File: config.mk
export PLATFORM = sky130hd
export DESIGN_NAME = actc_top
export DESIGN_NICKNAME = d
export VERILOG_FILES = /design/src/actc_pkg.sv /design/src/actc_tick_if.sv /design/src/actc_tick_gen.sv /design/src/actc_top.sv
export SDC_FILE = /design/constraint.sdc
export NUM_CORES = 1
export LEC_CHECK = 0
export BUFFER_PORTS_ARGS = -buffer_cell sky130_fd_sc_hd__buf_2
export CELL_PAD_IN_SITES_DETAIL_PLACEMENT = 0
export CELL_PAD_IN_SITES_GLOBAL_PLACEMENT = 1
export CORE_ASPECT_RATIO = 0.6
export CORE_MARGIN = 4
export CORE_UTILIZATION = 44
export CTS_BUF_LIST = sky130_fd_sc_hd__clkbuf_4
export DETAILED_ROUTE_END_ITERATION = 7
export MAX_ROUTING_LAYER = met4
export PLACE_DENSITY = 0.88
export SYNTH_ARGS = -nofsm -noshare
export SYNTH_HDL_FRONTEND = slang
export SYNTH_SLANG_ARGS = --single-unit
File: constraint.sdc
create_clock -name clk -period 3.5 [get_ports clk]
set_input_delay 0 -clock clk [delete_from_list [all_inputs] [get_ports clk]]
set_output_delay 0 -clock clk [all_outputs]
set_load 0.02 [all_outputs]
File: src/actc_pkg.sv
// constants, modes and state types of the 8-bit timer with two compare channels
// assumes a single 50 MHz clock and synchronous inputs
package actc_pkg;
  localparam int unsigned ACTC_CLK_HZ = 50000000;
  localparam int unsigned ACTC_W = 8;
  localparam logic [7:0] ACTC_BOTTOM = 8'h00;
  localparam logic [7:0] ACTC_MAX = 8'hff;
  localparam logic [7:0] ACTC_ONE = 8'h01;
  // waveform mode field encodings
  localparam logic [2:0] ACTC_WM_NORMAL = 3'h0;
  localparam logic [2:0] ACTC_WM_PHASE_FF = 3'h1;
  localparam logic [2:0] ACTC_WM_CLEAR_ON_MATCH = 3'h2;
  localparam logic [2:0] ACTC_WM_FAST_FF = 3'h3;
  localparam logic [2:0] ACTC_WM_PHASE_CMPA = 3'h5;
  localparam logic [2:0] ACTC_WM_FAST_CMPA = 3'h7;
  // compare output mode field encodings
  localparam logic [1:0] ACTC_COM_OFF = 2'h0;
  localparam logic [1:0] ACTC_COM_TOGGLE = 2'h1;
  localparam logic [1:0] ACTC_COM_CLEAR = 2'h2;
  localparam logic [1:0] ACTC_COM_SET = 2'h3;
  // clock select field: zero stops the tick
  localparam logic [2:0] ACTC_CS_STOP = 3'h0;
  // prescaler tap masks for divisors 1, 8, 32, 64, 128, 256, 1024
  localparam logic [9:0] ACTC_TAP_1 = 10'h000;
  localparam logic [9:0] ACTC_TAP_8 = 10'h007;
  localparam logic [9:0] ACTC_TAP_32 = 10'h01f;
  localparam logic [9:0] ACTC_TAP_64 = 10'h03f;
  localparam logic [9:0] ACTC_TAP_128 = 10'h07f;
  localparam logic [9:0] ACTC_TAP_256 = 10'h0ff;
  localparam logic [9:0] ACTC_TAP_1024 = 10'h3ff;
  localparam logic [9:0] ACTC_PRE_ONE = 10'h001;
  // flag register bit positions
  localparam int unsigned ACTC_FLAG_OVF = 0;
  localparam int unsigned ACTC_FLAG_CMPA = 1;
  localparam int unsigned ACTC_FLAG_CMPB = 2;
  localparam int unsigned ACTC_FLAG_W = 3;

  typedef struct packed {
    logic osc_q;
    logic [9:0] pre;
    logic tick;
  } actc_tick_state_t;

  typedef struct packed {
    logic [7:0] cnt;
    logic down;
    logic [7:0] ocr_a;
    logic [7:0] ocr_b;
    logic [7:0] buf_a;
    logic [7:0] buf_b;
    logic [7:0] rd_a;
    logic [7:0] rd_b;
    logic [2:0] flags;
    logic [2:0] irq;
    logic block;
    logic oc_a;
    logic oc_b;
    logic pin_a;
    logic pin_b;
    logic oe_a_n;
    logic oe_b_n;
    logic at_top;
    logic at_bottom;
  } actc_state_t;
endpackage

File: src/actc_tick_if.sv
// carrier between the timer core and its tick generator
// assumes both ends run on the same clock
`timescale 1ns/1ps
interface actc_tick_if;
  logic [2:0] clock_select_field;
  logic async_clock_select;
  logic oscillator_pin_one;
  logic timer_power_reduction;
  logic timer_tick;
  modport gen (
    input clock_select_field,
    input async_clock_select,
    input oscillator_pin_one,
    input timer_power_reduction,
    output timer_tick
  );
  modport core (
    output clock_select_field,
    output async_clock_select,
    output oscillator_pin_one,
    output timer_power_reduction,
    input timer_tick
  );
endinterface

File: src/actc_tick_gen.sv
// timer tick generator: source select and prescaler
// assumes the oscillator pin is sampled synchronously to clk
`timescale 1ns/1ps
module actc_tick_gen
  import actc_pkg::*;
(
  input wire logic clk,
  input wire logic arst_n,
  actc_tick_if.gen tk
);
  actc_tick_state_t s_q;
  actc_tick_state_t s_d;

  function automatic logic [9:0] tap_mask(input logic [2:0] cs);
    case (cs)
      3'h1: tap_mask = ACTC_TAP_1;
      3'h2: tap_mask = ACTC_TAP_8;
      3'h3: tap_mask = ACTC_TAP_32;
      3'h4: tap_mask = ACTC_TAP_64;
      3'h5: tap_mask = ACTC_TAP_128;
      3'h6: tap_mask = ACTC_TAP_256;
      default: tap_mask = ACTC_TAP_1024;
    endcase
  endfunction

  logic src;

  always_comb begin
    s_d = s_q;
    s_d.osc_q = tk.oscillator_pin_one;
    s_d.tick = 1'b0;
    // io clock by default, rising oscillator edges when async select is set
    src = tk.async_clock_select ? (tk.oscillator_pin_one & ~s_q.osc_q) : 1'b1;
    if (tk.timer_power_reduction || tk.clock_select_field == ACTC_CS_STOP) begin
      s_d.pre = '0;
    end else if (src) begin
      s_d.pre = s_q.pre + ACTC_PRE_ONE;
      s_d.tick = (s_q.pre & tap_mask(tk.clock_select_field)) ==
                 tap_mask(tk.clock_select_field);
    end
  end

  always_ff @(posedge clk or negedge arst_n) begin
    if (!arst_n) begin
      s_q <= '0;
    end else begin
      s_q <= s_d;
    end
  end

  assign tk.timer_tick = s_q.tick;
endmodule

File: src/actc_top.sv
// 8-bit timer/counter with two compare channels and waveform generator
// assumes synchronous inputs, one-cycle write strobes and one clock
//
// Behaviour
// - count and compare values are cpu 8-bit registers
// - tick from io clock, else from oscillator
// - clock select zero halts the counter
// - count readable and writable whether ticking or not
// - cpu count write beats clear and count
// - waveform mode picks clear, increment or decrement
// - bottom 0x00, max 0xff, top per mode
// - comparators match whenever count equals compare
// - match sets compare flag on following tick
// - flag cleared by service or writing one
// - flags readable, each request masked individually
// - overflow flag set per mode, raises interrupt
// - waveform generator drives compare outputs per mode
// - compare values buffered only in pwm modes
// - buffer moves to active at top
// - cpu accesses buffer when buffered, else active
// - force strobe acts like match in non-pwm modes only, no flag
// - count write blocks matches on next tick
// - normal mode wraps, overflow when reaching zero
// - clear-on-match mode clears at compare a
// - nonzero output mode overrides the port pin
`timescale 1ns/1ps
module actc_top
  import actc_pkg::*;
(
  input wire logic clk,
  input wire logic arst_n,
  input wire logic [2:0] clock_select_field,
  input wire logic async_clock_select,
  input wire logic oscillator_pin_one,
  input wire logic timer_power_reduction,
  input wire logic [2:0] waveform_mode_field,
  input wire logic [1:0] compare_output_mode_a,
  input wire logic [1:0] compare_output_mode_b,
  input wire logic count_wr,
  input wire logic [7:0] count_wdata,
  output logic [7:0] count_register,
  input wire logic cmp_a_wr,
  input wire logic [7:0] cmp_a_wdata,
  output logic [7:0] compare_value_a,
  input wire logic cmp_b_wr,
  input wire logic [7:0] cmp_b_wdata,
  output logic [7:0] compare_value_b,
  input wire logic flag_wr,
  input wire logic [2:0] flag_wdata,
  output logic [2:0] timer_flag_register,
  input wire logic [2:0] timer_mask_register,
  input wire logic [2:0] irq_serviced,
  output logic [2:0] irq_req,
  input wire logic force_compare_strobe_a,
  input wire logic force_compare_strobe_b,
  output logic compare_output_a,
  output logic compare_output_b,
  input wire logic port_data_a,
  input wire logic port_dir_a,
  input wire logic port_data_b,
  input wire logic port_dir_b,
  output logic pin_a_out,
  output logic pin_a_oe_n,
  output logic pin_b_out,
  output logic pin_b_oe_n,
  output logic at_top,
  output logic at_bottom
);
  actc_state_t s_q;
  actc_state_t s_d;

  actc_tick_if tk ();

  assign tk.clock_select_field = clock_select_field;
  assign tk.async_clock_select = async_clock_select;
  assign tk.oscillator_pin_one = oscillator_pin_one;
  // the gate stays closed until software clears power reduction
  assign tk.timer_power_reduction = timer_power_reduction;

  actc_tick_gen u_tick (
    .clk(clk),
    .arst_n(arst_n),
    .tk(tk)
  );

  function automatic logic is_pwm(input logic [2:0] m);
    is_pwm = m == ACTC_WM_PHASE_FF || m == ACTC_WM_FAST_FF ||
             m == ACTC_WM_PHASE_CMPA || m == ACTC_WM_FAST_CMPA;
  endfunction

  function automatic logic is_phase(input logic [2:0] m);
    is_phase = m == ACTC_WM_PHASE_FF || m == ACTC_WM_PHASE_CMPA;
  endfunction

  function automatic logic [7:0] top_of(input logic [2:0] m, input logic [7:0] ocra);
    if (m == ACTC_WM_CLEAR_ON_MATCH || m == ACTC_WM_PHASE_CMPA ||
        m == ACTC_WM_FAST_CMPA) begin
      top_of = ocra;
    end else begin
      top_of = ACTC_MAX;
    end
  endfunction

  // next compare output level of one channel
  function automatic logic wave_next(
    input logic [2:0] m,
    input logic [1:0] com,
    input logic oc,
    input logic hit,
    input logic wrap,
    input logic down,
    input logic chan_a
  );
    wave_next = oc;
    if (!is_pwm(m)) begin
      if (hit) begin
        case (com)
          ACTC_COM_TOGGLE: wave_next = ~oc;
          ACTC_COM_CLEAR: wave_next = 1'b0;
          ACTC_COM_SET: wave_next = 1'b1;
          default: wave_next = oc;
        endcase
      end
    end else if (is_phase(m)) begin
      if (hit) begin
        case (com)
          ACTC_COM_TOGGLE: wave_next = (chan_a && m[2]) ? ~oc : oc;
          ACTC_COM_CLEAR: wave_next = down;
          ACTC_COM_SET: wave_next = ~down;
          default: wave_next = oc;
        endcase
      end
    end else begin
      case (com)
        ACTC_COM_TOGGLE: wave_next = (hit && chan_a && m[2]) ? ~oc : oc;
        ACTC_COM_CLEAR: wave_next = hit ? 1'b0 : (wrap ? 1'b1 : oc);
        ACTC_COM_SET: wave_next = hit ? 1'b1 : (wrap ? 1'b0 : oc);
        default: wave_next = oc;
      endcase
    end
  endfunction

  logic tick;
  logic [2:0] mode;
  logic buffered;
  logic phase;
  logic [7:0] top_v;
  logic match_a;
  logic match_b;
  logic hit_a;
  logic hit_b;
  logic wrap;
  logic ovf_ev;
  logic load_ev;
  logic [2:0] set_v;
  logic [2:0] clr_v;

  always_comb begin
    s_d = s_q;
    tick = tk.timer_tick;
    mode = waveform_mode_field;
    buffered = is_pwm(mode);
    phase = is_phase(mode);
    top_v = top_of(mode, s_q.ocr_a);
    // continuous 8-bit comparators
    match_a = s_q.cnt == s_q.ocr_a;
    match_b = s_q.cnt == s_q.ocr_b;
    // a match counts on the tick after it appears, unless a count write blocks it
    hit_a = tick && match_a && !s_q.block;
    hit_b = tick && match_b && !s_q.block;
    wrap = tick && !phase && s_q.cnt == top_v;
    ovf_ev = 1'b0;
    load_ev = 1'b0;

    // counter sequence
    if (tick) begin
      if (phase) begin
        if (!s_q.down) begin
          if (s_q.cnt == top_v) begin
            s_d.down = 1'b1;
            s_d.cnt = s_q.cnt - ACTC_ONE;
            load_ev = 1'b1;
          end else begin
            s_d.cnt = s_q.cnt + ACTC_ONE;
          end
        end else if (s_q.cnt == ACTC_BOTTOM) begin
          s_d.down = 1'b0;
          s_d.cnt = s_q.cnt + ACTC_ONE;
          ovf_ev = 1'b1;
        end else begin
          s_d.cnt = s_q.cnt - ACTC_ONE;
        end
      end else begin
        s_d.down = 1'b0;
        if (s_q.cnt == top_v) begin
          // normal wraps past max, clear-on-match clears at compare a
          s_d.cnt = ACTC_BOTTOM;
        end else begin
          s_d.cnt = s_q.cnt + ACTC_ONE;
        end
        if (buffered) begin
          ovf_ev = s_q.cnt == top_v;
          load_ev = s_q.cnt == top_v;
        end else begin
          ovf_ev = s_q.cnt == ACTC_MAX;
        end
      end
    end

    // cpu write of the count wins over the tick's count and direction update
    if (count_wr) begin
      s_d.cnt = count_wdata;
      s_d.down = s_q.down;
      s_d.block = 1'b1;
    end else if (tick) begin
      s_d.block = 1'b0;
    end

    // compare value access and buffer transfer
    if (buffered) begin
      if (load_ev) begin
        s_d.ocr_a = s_q.buf_a;
        s_d.ocr_b = s_q.buf_b;
      end
      if (cmp_a_wr) begin
        s_d.buf_a = cmp_a_wdata;
      end
      if (cmp_b_wr) begin
        s_d.buf_b = cmp_b_wdata;
      end
      s_d.rd_a = s_d.buf_a;
      s_d.rd_b = s_d.buf_b;
    end else begin
      if (cmp_a_wr) begin
        s_d.ocr_a = cmp_a_wdata;
        s_d.buf_a = cmp_a_wdata;
      end
      if (cmp_b_wr) begin
        s_d.ocr_b = cmp_b_wdata;
        s_d.buf_b = cmp_b_wdata;
      end
      s_d.rd_a = s_d.ocr_a;
      s_d.rd_b = s_d.ocr_b;
    end

    // waveform generator; force strobes act only in the cycle they arrive
    s_d.oc_a = wave_next(mode, compare_output_mode_a, s_q.oc_a,
                         hit_a || (!buffered && force_compare_strobe_a),
                         wrap, s_q.down, 1'b1);
    s_d.oc_b = wave_next(mode, compare_output_mode_b, s_q.oc_b,
                         hit_b || (!buffered && force_compare_strobe_b),
                         wrap, s_q.down, 1'b0);

    // flags: set wins over clear, a zero write leaves a flag alone
    set_v = '0;
    set_v[ACTC_FLAG_OVF] = ovf_ev;
    set_v[ACTC_FLAG_CMPA] = hit_a;
    set_v[ACTC_FLAG_CMPB] = hit_b;
    clr_v = irq_serviced | (flag_wr ? flag_wdata : 3'h0);
    s_d.flags = set_v | (s_q.flags & ~clr_v);
    s_d.irq = s_d.flags & timer_mask_register;

    // pin override when the output mode field is nonzero
    s_d.pin_a = (compare_output_mode_a != ACTC_COM_OFF) ? s_d.oc_a : port_data_a;
    s_d.pin_b = (compare_output_mode_b != ACTC_COM_OFF) ? s_d.oc_b : port_data_b;
    s_d.oe_a_n = ~port_dir_a;
    s_d.oe_b_n = ~port_dir_b;

    s_d.at_top = s_d.cnt == top_of(mode, s_d.ocr_a);
    s_d.at_bottom = s_d.cnt == ACTC_BOTTOM;
  end

  always_ff @(posedge clk or negedge arst_n) begin
    if (!arst_n) begin
      s_q <= '0;
    end else begin
      s_q <= s_d;
    end
  end

  assign count_register = s_q.cnt;
  assign compare_value_a = s_q.rd_a;
  assign compare_value_b = s_q.rd_b;
  assign timer_flag_register = s_q.flags;
  assign irq_req = s_q.irq;
  assign compare_output_a = s_q.oc_a;
  assign compare_output_b = s_q.oc_b;
  assign pin_a_out = s_q.pin_a;
  assign pin_a_oe_n = s_q.oe_a_n;
  assign pin_b_out = s_q.pin_b;
  assign pin_b_oe_n = s_q.oe_b_n;
  assign at_top = s_q.at_top;
  assign at_bottom = s_q.at_bottom;
endmodule

== Word level (Yosys, flattened, before mapping) ==
Index checks and enable logic that the tools add are counted.

* Bits in registers: 84
* Latch bits: 0
* RAM bits: 0
* ROM bits: 0
* Output and inout bits: 38
* Memories kept: 0

* Add/subtract/negate cells: 3
* $mul: 0
* Div/mod/pow operators: 0
* Order comparisons: 0
* Equal/unequal tests: 24
* Shift-type cells: 0
* Multiplexer cells: 62
* Bitwise operators: 14
* Reductions and logical operators: 29

{| class="wikitable"
|+ Operators with widths
! kind !! count
|-
| two-way mux 8 bit || 9
|-
| case mux 10 bit (6 select lines) || 1
|-
| two-way mux 48 bit || 1
|-
| two-way mux 9 bit || 4
|-
| two-way mux 1 bit || 35
|-
| == test 8 bit || 4
|-
| two-way mux 10 bit || 3
|-
| zero test 8 bit || 2
|-
| two-way mux 16 bit || 1
|-
| == test 3 bit, second input constant || 5
|-
| == test 3 x 2 -> 1 bit, second input constant || 4
|-
| case mux 1 bit (3 select lines) || 4
|-
| two-way mux 11 bit || 1
|-
| adder 10 x 1 -> 10 bit, second input constant || 1
|-
| bitwise AND 10 bit || 1
|-
| == test 10 bit || 1
|-
| logical AND 1 bit || 9
|-
| logical OR 1 bit || 9
|-
| adder 8 x 1 -> 8 bit, second input constant || 1
|-
| == test 2 bit, second input constant || 4
|-
| == test 8 bit, second input constant || 1
|-
| nonzero test 2 bit || 4
|-
| subtractor 8 x 1 -> 8 bit, second input constant || 1
|-
| NOT 1 bit || 7
|-
| other kinds (12) || 19
|}

== Logic depth before layout (Yosys ltp) ==
Gate-level depths: netlist (run 1).

* Word-level depth: 13
* Mapped depth: 13
* Depth with buffers taken out: 12

== By module ==
A second synthesis (run 1) with hierarchy kept.

* Cells, all modules: 587
* Area total of the unflattened synthesis: 5,253.8 um^2

{| class="wikitable"
|+ By module, submodules not included
! module !! instances !! cells an instance !! area an instance (um^2)
|-
| actc_top || 1 || 521 || 4,579.4
|-
| actc_tick_gen || 1 || 66 || 674.4
|}

== Worst setup path before layout (run 1) ==
No wires, ideal clock.

* Kind: register to register
* Start point: reg s_q (netlist bit count_register[0])
* End point: reg s_q (netlist bit at_top)
* Setup time: 0.096 ns
* Data arrival time: 2.816 ns
* Required time: 3.404 ns
* Slack: 0.588 ns
* Cell stages (with the launch flop): 13
* Path buffers: 1
* Path through: dfrtp_1 > buf_2 > inv_1 > ha_1 > nor3b_1 > nand4_1 > nor2_1 > o41ai_1 > o211ai_4 > xnor2_1 > or4_1 > o311a_1 > nor4_2

{| class="wikitable"
|+ RTL lines
! element !! RTL line !! text
|-
| start, declared || actc_top.sv:69 || <nowiki>actc_state_t s_q;</nowiki>
|-
| start signal, assigned || actc_top.sv:275 || <nowiki>s_q <= '0;</nowiki>
|-
| start signal, assigned || actc_top.sv:277 || <nowiki>s_q <= s_d;</nowiki>
|}

==> results of run 1 <==
per-layer routing:
layer,GRT usage,routed length (um)
met1,0.345,7510
met2,0.305,6220
met3,0.0562,1450
met4,0.0525,208
met5,-,0
final cells by class:
type	count	area (sq um)
sequential	84	2100
inverter	24	90.1
multi-input combinational	415	2790
fill	1044	5140
timing repair buffer	164	1120
tap	160	200
clock buffer	9	67.6
clock inverter	7	81.3
metrics by stage:
stage | hold WS [ps] | power [mW] | instances
2_1_floorplan | -296 | 1.58 | 584
3_3_place_gp | 84.4 | 1.75 | 797
3_5_place_dp | 92.3 | 1.76 | 797
4_1_cts | 3.86 | 2.39 | 863
5_1_grt | 18.8 | 2.51 | 863
6_report | 22.2 | 2.38 | 863
state kept, by name, summed over array words and instances (netlist names), 3 cells and up:
register	count
count_register	8
compare_value_a	8
timer_flag_register	3
compare_value_b	8
irq_req	3
u_tick.s_q	11
s_q	34
cell families (layout without fill, tap and decap cells):
kind of cell             count (synthesis)  in the layout  synth area share
adder cells (fa/ha/maj)                  3              3           0.00702
multiplexers                            38             38            0.0775
buffers and inverters                   85            204            0.0854
XOR/XNOR                                29             29            0.0475
AO/OA/AOI/OAI                          140            140             0.187
AND/OR/NAND/NOR                        205            205             0.202
flip-flops                              84             84             0.393
cell usage in the layout (no fill, tap or decap), types with 9 or more instances in the layout:
master and count:
a21oi_1 32, buf_2 94, buf_4 20, clkbuf_4 9, dfrtp_1 82, dlygate4sd3_1 50, inv_1 21, mux2_2 27
mux2i_1 11, nand2_1 43, nand2b_1 28, nand3_1 18, nand4_1 11, nor2_1 46, nor3_1 11, o211ai_1 16
o21ai_0 21, xnor2_1 20, xor2_1 9
timing repair:
action / 4_1_cts / 5_1_grt
gates resized for setup: 0 / 3
hold buffers: 50 / 0
endpoints found under the setup margin: 0 / 1
endpoints found under the hold margin: 122 / 0
final timing paths:
check / endpoint / slack [ps] / start
max: pin_b_out$_DFF_PN0_ / 160 / u_tick.tk.timer_tick$_DFF_PN0_
min: pin_a_out$_DFF_PN0_ / 20 / compare_output_mode_a[0]
max reg2reg: pin_b_out$_DFF_PN0_ / 160 / u_tick.tk.timer_tick$_DFF_PN0_
min reg2reg: s_q[8]$_DFFE_PN0P_ / 520 / s_q[8]$_DFFE_PN0P_
max in group asynchronous: count_register[0]$_DFF_PN0_ / 2460 / arst_n
min in group asynchronous: compare_value_a[1]$_DFF_PN0_ / 100 / arst_n
worst min-delay path: stages:
cell	delay [ps]
buf_2	150
nor2_1	100
mux2_2	220
power by group through the flow:
stage,logic (mW),clock network (mW),registers (mW)
finish,0.653,0.588,1.14
global route,0.709,0.651,1.15
CTS,0.646,0.606,1.13
detailed placement,0.604,0,1.15
global placement,0.598,0,1.15
floorplan,0.446,0,1.13
==> metrics.txt, run 1 <==
Iter 0 DRT Violations 537; CP max stage delay 560 ps; Pleak 2.78 nW; Setup violations, final 0; grt total ovfl 0; post-layout minimum cycle time 3340 ps; Setup WS post-layout 159 ps; layout net count 759; critical path buffer and inverter count 3; hold path depth 3; most frequent CP cell a21oi_1; Post-synth top cells dfrtp_1, nor2_1, nand2_1; most frequent cell after synthesis dfrtp_1; initial antenna violation count 0; Req. time, crit path 3850 ps; Ports 96; Post-Place Setup Slack 330 ps; clk_skew 26.8 ps; Async SR Flop Fraction 1.00; All-Layer GR Usage 0.229; hpwl dp 11400 um; crit start category flop; Max Cap Viol 0; largest net degree at the start of global routing 53; Yosys reg bits 84; via count 4904; Max VDD drop 0.000179 V; Switching Share 0.365; setup TNS 0 ps; FF-to-FF path depth 11; total internal power 1.51 mW; input/output buffers 95; Synth cell types 69; Setup CP Type flop to flop; Routed WL per cell 17.8 um; fmax 299 MHz; clock-pin slew on the worst setup and hold paths 160 ps; critical path fanouts, max 9; Switch Pwr 869 uW; Synth Area per Inst 9.15 sq um; CTS Root Cell clkbuf_4; post-route cell area 6450 sq um; Yosys warning total 0; clock tree buffer depth 2; Synth area leader dfrtp_1; number of global-route vias before repair 4609; sequential share of power 0.478; via/cell ratio 5.68; Crit path depth 11; starting density of the core 0.461; Die Footprint 14000 sq um; CP Capture Type flop; outcome finished, final reports clean; worst skew pair latency 480 ps; ranking of synthesized cells by area dfrtp_1, mux2_2, buf_4, nor2_1, nand2b_1; total CTS buffers 9; layout cell share with drive strength beyond 1 0.248; core area 11600 sq um; H-Tree Depth 3; postcts setup bufs 0; fin util 0.556; CP Data Arrival Time 3690 ps; slew margin rel. 0.411; dpl cell area 5800 sq um; number of enable flip-flop cells after synthesis 0; Routed WL 15400 um; Logic pwr share 0.275; crit path cell chain clkinv_1, nor2_2, nand2_1, nor3_1, buf_4, a21oi_1, a21o_1, a21oi_1, o211ai_1, mux2_2, dlygate4sd3_1; Power Dens Cells 368 nW/um^2; Die Wd 150 um; Synth Flop Type dfrtp_1; first-pass GRT wire length 24500 um; ANT cells 0; Worst-Margin Slew 872 ps; register area share after synthesis 0.393; Synth top area share 0.393; part of the power in the clock network 0.247; type of the worst min-delay path primary input to flop; row cnt 30; synth-to-layout area growth 20.7%; period utilization 0.955; CTS tree built; drt pass-1 iters 5; DRC Markers 0; net count after synthesis 645; post-route ant nets 0; Max Slew Vio Count 0; Die Ht 93.4 um; # clock sinks 84; Hold Fails Final Rpt 0; Syn Inst Count 584; RSZ-0062 raised after global routing false; CP max stage cell dlygate4sd3_1; Top Family by Delay on Critical Path buffers and inverters; RePlAce Congestion 0.982; Post-Synthesis Cell Area 5350 sq um
Note: power is estimated with default switching activity, not from simulation.
==> run 2: changes to the inputs <==
--- a/config.mk
+++ b/config.mk
@@ -13,6 +13,7 @@
 export CORE_UTILIZATION = 44
 export CTS_BUF_LIST = sky130_fd_sc_hd__clkbuf_4
 export DETAILED_ROUTE_END_ITERATION = 7
+export GPL_TIMING_DRIVEN = 0
 export MAX_ROUTING_LAYER = met4
 export PLACE_DENSITY = 0.88
 export SYNTH_ARGS = -nofsm -noshare
==> metrics.txt, run 2 (same netlist as run 1, synthesis figures left out) <==
input/output buffers 92 (-3.2%); Max VDD drop 0.000189 V (+6.0%); post-layout minimum cycle time 3350 ps (+10.4 ps); post-route cell area 6760 sq um (+4.7%); All-Layer GR Usage 0.237 (+0.00873); number of global-route vias before repair 4807 (+4.3%); period utilization 0.958 (+0.00298); via count 5042 (+2.8%); clk_skew 15.3 ps (-11.5 ps); Hold Fails Final Rpt 0 (unchanged); slew margin rel. 0.497 (+0.0852); Max Slew Vio Count 0 (unchanged); RSZ-0062 raised after global routing false; Routed WL per cell 17.6 um (-1.5%); dpl cell area 6040 sq um (+4.1%); type of the worst min-delay path primary input to flop; post-route ant nets 0 (unchanged); ANT cells 0 (unchanged); layout cell share with drive strength beyond 1 0.278 (+0.0301); outcome finished, final reports clean; H-Tree Depth 3 (unchanged); # clock sinks 84 (unchanged); DRC Markers 0 (unchanged); layout net count 798 (+5.1%); Power Dens Cells 361 nW/um^2 (-1.9%); clock tree buffer depth 2 (unchanged); crit start category flop; WHS 39.7 ps (+17.4 ps); Die Wd 150 um (unchanged); CTS Root Cell clkbuf_4; largest registers s_q: 34 flops, u_tick.s_q: 11 flops; Setup CP Type flop to flop; Ports 96 (unchanged); CP max stage cell or4_1; critical path buffer and inverter count 1 (-2); hpwl dp 11600 um (+1.8%); CP Data Arrival Time 3710 ps (+20 ps); core area 11600 sq um (unchanged); via/cell ratio 5.59 (-1.6%); starting density of the core 0.461 (unchanged); clock-pin slew on the worst setup and hold paths 140 ps (-20 ps); Die Ht 93.4 um (unchanged); RePlAce Congestion 0.935 (-4.8%); CP max stage delay 550 ps (about the same); Max Cap Viol 0 (unchanged); most frequent cells in the layout buf_2, dfrtp_1, dlygate4sd3_1; initial antenna violation count 0 (unchanged); Die Footprint 14000 sq um (unchanged); final std cells w/o fill 902 (+4.5%); # placed instances 837 (+5.0%); Pleak 2.92 nW (+5.0%); fin util 0.583 (+0.0263); Iter 0 DRT Violations 511 (-4.8%); most common cell after layout, fill and taps aside buf_2; Pwr Total 2.44 mW (+2.8%); CTS tree built; row cnt 30 (unchanged); Worst-Margin Slew 749 ps (-122 ps); drt pass-1 iters 5 (unchanged); grt total ovfl 0 (unchanged); first-pass GRT wire length 25400 um (+3.8%); CP Capture Type flop; largest net degree at the start of global routing 71 (+34%); largest reg by FF count s_q; Top Family by Delay on Critical Path simple AND/OR/NAND/NOR gates; Setup violations, final 0 (unchanged); crit path cell chain buf_2, nand2b_1, o2111ai_2, or2_2, o211ai_1, a2111o_1, o311ai_2, or4_1, o311a_1, nor4_2; Routed WL 15900 um (+3.0%); max reg flops 34 (unchanged); critical path fanouts, max 10 (+1); Req. time, crit path 3860 ps (about the same); fmax 298 MHz (-0.31%); synth-to-layout area growth 26.5%; worst skew pair latency 460 ps (-20 ps); total CTS buffers 9 (unchanged)
## run 2: cell count changes in the layout (fill, tap and decap cells not counted), sizes merged
cell / previous run / this run
clkbuf: 9 / 28
clkinv: 7 / 5
buf: 114 / 135
inv: 24 / 25
dlygate4sd3: 50 / 49
bufinv: 0 / 1
## run 2: stage by stage
step                worst slack (ps)  setup TNS [ps]
floorplan                        588               0
global placement                -145            -145
detailed placement              -103            -103
CTS                             48.3               0
global route                    23.9               0
finish                           148               0
## run 2: where the power goes
group / internal, mW / switching [mW] / total [mW]
sequential: 1.05 / 0.0757 / 1.13
clock: 0.228 / 0.378 / 0.606
combinational: 0.316 / 0.392 / 0.707
total: 1.60 / 0.846 / 2.44
## run 2: cell type report
class                   instances  area (sq um)
plain buffers                  59           362
clock buffers                   9          67.6
clock inverters                 7          77.6
fillers                      1052          4840
inverters                      24          90.1
multi-input cells             415          2860
flip-flops and latches         84          2100
well taps                     160           200
repair buffers                144           996
## run 2: what timing repair did
action	CTS	global route
pin swaps	0	1
hold buffers	49	0
resized for setup	6	12
hold endpoints to repair	144	0
setup buffers	0	2
setup endpoints to repair	2	3
## run 2: worst min-delay path, cell delays in order
cell and delay, ps:
buf_2 70, nand2b_1 120, o2bb2ai_1 230
## run 2: final timing paths
| check | from | to | slack [ps] | cells after the start |
|---|---|---|---|---|
| max | count_register[0]$_DFF_PN0_ | at_top$_DFF_PN0_ | 150 | 10 |
| min | count_wdata[1] | count_register[1]$_DFF_PN0_ | 40 | 3 |
| max reg2reg | count_register[0]$_DFF_PN0_ | at_top$_DFF_PN0_ | 150 | 10 |
| min reg2reg | s_q[8]$_DFFE_PN0P_ | s_q[8]$_DFFE_PN0P_ | 510 | 1 |
| max in group asynchronous | arst_n | timer_flag_register[2]$_DFF_PN0_ | 2440 | 3 |
| min in group asynchronous | arst_n | s_q[40]$_DFF_PN0_ | 80 | 3 |
## run 2: layer usage
metal	global-route usage	part of all wire	vias up
met5	-	0	-
met4	0.0487	0.013	0
met3	0.0508	0.082	22
met2	0.329	0.42	218
met1	0.355	0.49	2420
li1	-	-	2382
==> run 3: changes to the inputs <==
--- a/config.mk
+++ b/config.mk
@@ -15,7 +15,8 @@
 export DETAILED_ROUTE_END_ITERATION = 7
 export GPL_TIMING_DRIVEN = 0
 export MAX_ROUTING_LAYER = met4
-export PLACE_DENSITY = 0.88
+export PLACE_DENSITY = 0.89
 export SYNTH_ARGS = -nofsm -noshare
 export SYNTH_HDL_FRONTEND = slang
+export SYNTH_HIERARCHICAL = 1
 export SYNTH_SLANG_ARGS = --single-unit
==> metrics.txt, run 3 <==
Synth top area share 0.400 (+0.00684); Yosys reg bits 84 (unchanged); ranking of synthesized cells by area dfrtp_1, o21ai_0, buf_4, nand2_1, a21oi_1; via/cell ratio 5.67 (+1.5%); Synth Area per Inst 8.95 sq um (-2.2%); CP Data Arrival Time 3670 ps (-40 ps); first-pass GRT wire length 26700 um (+5.4%); Req. time, crit path 3840 ps (-20 ps); All-Layer GR Usage 0.254 (+0.0165); input/output buffers 94 (+2.2%); register area share after synthesis 0.400 (+0.00684); Max Cap Viol 0 (unchanged); Max VDD drop 0.000185 V (-2.2%); Async SR Flop Fraction 1.00 (unchanged); Setup violations, final 0 (unchanged); reg2reg end pin_b_out$_DFF_PN0_; dpl cell area 5950 sq um (-1.3%); Post-synth top cells dfrtp_1, nand2_1, o21ai_0; max reg flops 34 (unchanged); synth-to-layout area growth 27.5%; Power Dens Cells 367 nW/um^2 (+1.4%); Die Wd 149 um (-0.81%); most frequent cell after synthesis dfrtp_1; most frequent cells in the layout buf_2, dfrtp_1, nand2_1; FF-to-FF path depth 11 (+1); Hold EP u_tick/tk.timer_tick$_DFF_PN0_; Pleak 3.01 nW (+3.2%); layout net count 806 (+1.0%); Yosys warning total 6 (+6); net count after synthesis 648 (+0.47%); initial antenna violation count 0 (unchanged); RSZ-0062 raised after global routing false; R2R Setup Slk 170 ps (+20 ps); Post-Synthesis Cell Area 5250 sq um (-1.7%); grt total ovfl 0 (unchanged); Routed WL per cell 18.5 um (+5.2%); core area 11500 sq um (-0.97%); Worst R2R Start count_register[7]$_DFF_PN0_; post-route ant nets 0 (unchanged); Worst-Margin Slew 807 ps (+57.2 ps); setup TNS 0 ps (unchanged); # clock sinks 84 (unchanged); Synth Flop Type dfrtp_1; Die Footprint 13800 sq um (-1.6%); largest reg by FF count s_q; DRC Markers 0 (unchanged); Ports 96 (unchanged); post-layout minimum cycle time 3330 ps (-21.6 ps); Iter 0 DRT Violations 482 (-5.7%); hpwl dp 12400 um (+6.6%); most common cell after layout, fill and taps aside buf_2; Die Ht 92.6 um (-0.79%); outcome finished, final reports clean; crit start category flop; fmax 300 MHz (+0.65%); critical path fanouts, max 8 (-2); fin util 0.583 (+0.000593); number of global-route vias before repair 5070 (+5.5%); Routed WL 16800 um (+6.1%); post-route cell area 6700 sq um (-0.87%); hold_sp clock_select_field[0]; via count 5164 (+2.4%); ANT cells 0 (unchanged); Max Slew Vio Count 0 (unchanged); Setup CP Type flop to flop; CTS tree built; largest registers s_q: 34 flops, u_tick/s_q: 11 flops; Syn Inst Count 587 (+0.51%); CP Capture Type flop; Hold Fails Final Rpt 0 (unchanged); period utilization 0.951 (-0.00616); Synth cell types 67 (-2.9%); worst skew pair latency 440 ps (-20 ps); drt pass-1 iters 5 (unchanged); layout cell share with drive strength beyond 1 0.249 (-0.0283); H-Tree Depth 3 (unchanged); clock tree buffer depth 2 (unchanged); hold path depth 3 (unchanged); clk_skew 14.4 ps (-0.880 ps); filler instances 1076 (+2.3%); number of enable flip-flop cells after synthesis 0 (unchanged); row cnt 30 (unchanged); total CTS buffers 9 (unchanged); slew margin rel. 0.462 (-0.0343); CTS Root Cell clkbuf_4; largest net degree at the start of global routing 70 (-1.4%); clock-pin slew on the worst setup and hold paths 140 ps (about the same); starting density of the core 0.457 (-0.00343); RePlAce Congestion 1.00 (+7.5%); type of the worst min-delay path primary input to flop; Synth area leader dfrtp_1
## run 3: how the worst max path moves through the flow
stage	from	to	slack, ps	cells after the start
after floorplan	count_register[7]$_DFF_PN0_	pin_b_out$_DFF_PN0_	610	11
after global placement	count_register[7]$_DFF_PN0_	at_top$_DFF_PN0_	-300	10
after detailed placement	count_register[2]$_DFF_PN0_	at_top$_DFF_PN0_	-210	9
after CTS	count_register[7]$_DFF_PN0_	at_top$_DFF_PN0_	20	10
after global routing	count_register[1]$_DFF_PN0_	at_bottom$_DFF_PN0_	40	11
final	count_register[7]$_DFF_PN0_	pin_b_out$_DFF_PN0_	170	11
## run 3: area by class of cell
cell class / count / area [sq um] / area share
sequential: 84 / 2100 / 0.314
clock buffer: 10 / 75.1 / 0.0112
timing repair buffer: 150 / 1040 / 0.155
tap: 160 / 200 / 0.0299
inverter: 41 / 154 / 0.0230
buffer: 54 / 334 / 0.0499
clock inverter: 6 / 63.8 / 0.00952
multi-input combinational: 405 / 2730 / 0.408
## run 3: through the flow
| step | power, mW | setup slack (ps) | hold WS, ps | cells |
|---|---|---|---|---|
| 2_1_floorplan | 1.57 | 610 | -296 | 587 |
| 3_3_place_gp | 1.79 | -299 | 134 | 841 |
| 3_5_place_dp | 1.81 | -214 | -110 | 842 |
| 4_1_cts | 2.44 | 18.2 | 1.72 | 905 |
| 5_1_grt | 2.59 | 35.1 | 25.3 | 910 |
| 6_report | 2.46 | 170 | 48.0 | 910 |
## run 3: power by group
part / total, mW / switching, mW / internal (mW) / leakage [nW]
combinational: 0.723 / 0.408 / 0.315 / 1.89
sequential: 1.14 / 0.0903 / 1.05 / 1.05
clock: 0.590 / 0.364 / 0.227 / 0.0744
total: 2.46 / 0.862 / 1.59 / 3.01
## run 3: repair_timing
item                                    in CTS  in global routing
setup buffers                                0                  6
pin swaps                                    1                  4
hold endpoints to repair                   150                  0
resized for setup                            5                 15
hold buffers                                49                  0
endpoints found under the setup margin       3                  6
gates cloned                                 0                  0
## run 3: cells by family after synthesis
logic type | count (synthesis) | share of synthesized area
compound gates | 169 | 0.223
xor+xnor | 22 | 0.0367
fa+ha+maj | 3 | 0.00715
buf+inv | 98 | 0.0948
flops | 84 | 0.400
mux | 22 | 0.0426
simple gates | 189 | 0.196
## run 3: layer usage
layer,share of wire,routed length (um),up-vias,GRT usage
met5,0,0,-,-
met4,0.013,220,0,0.0548
met3,0.084,1420,23,0.0645
met2,0.42,7120,232,0.359
met1,0.48,8060,2511,0.367
li1,-,-,2398,-
## run 3: critical path: stages, from the launching register on
cell and delay (ps):
dfrtp_2 530, inv_1 220, o2111ai_2 230, o41a_1 460
buf_6 150, nor4_4 250, buf_4 190, nand3_1 100
a22o_1 280, a211oi_1 280, o221ai_1 210, mux2_2 310
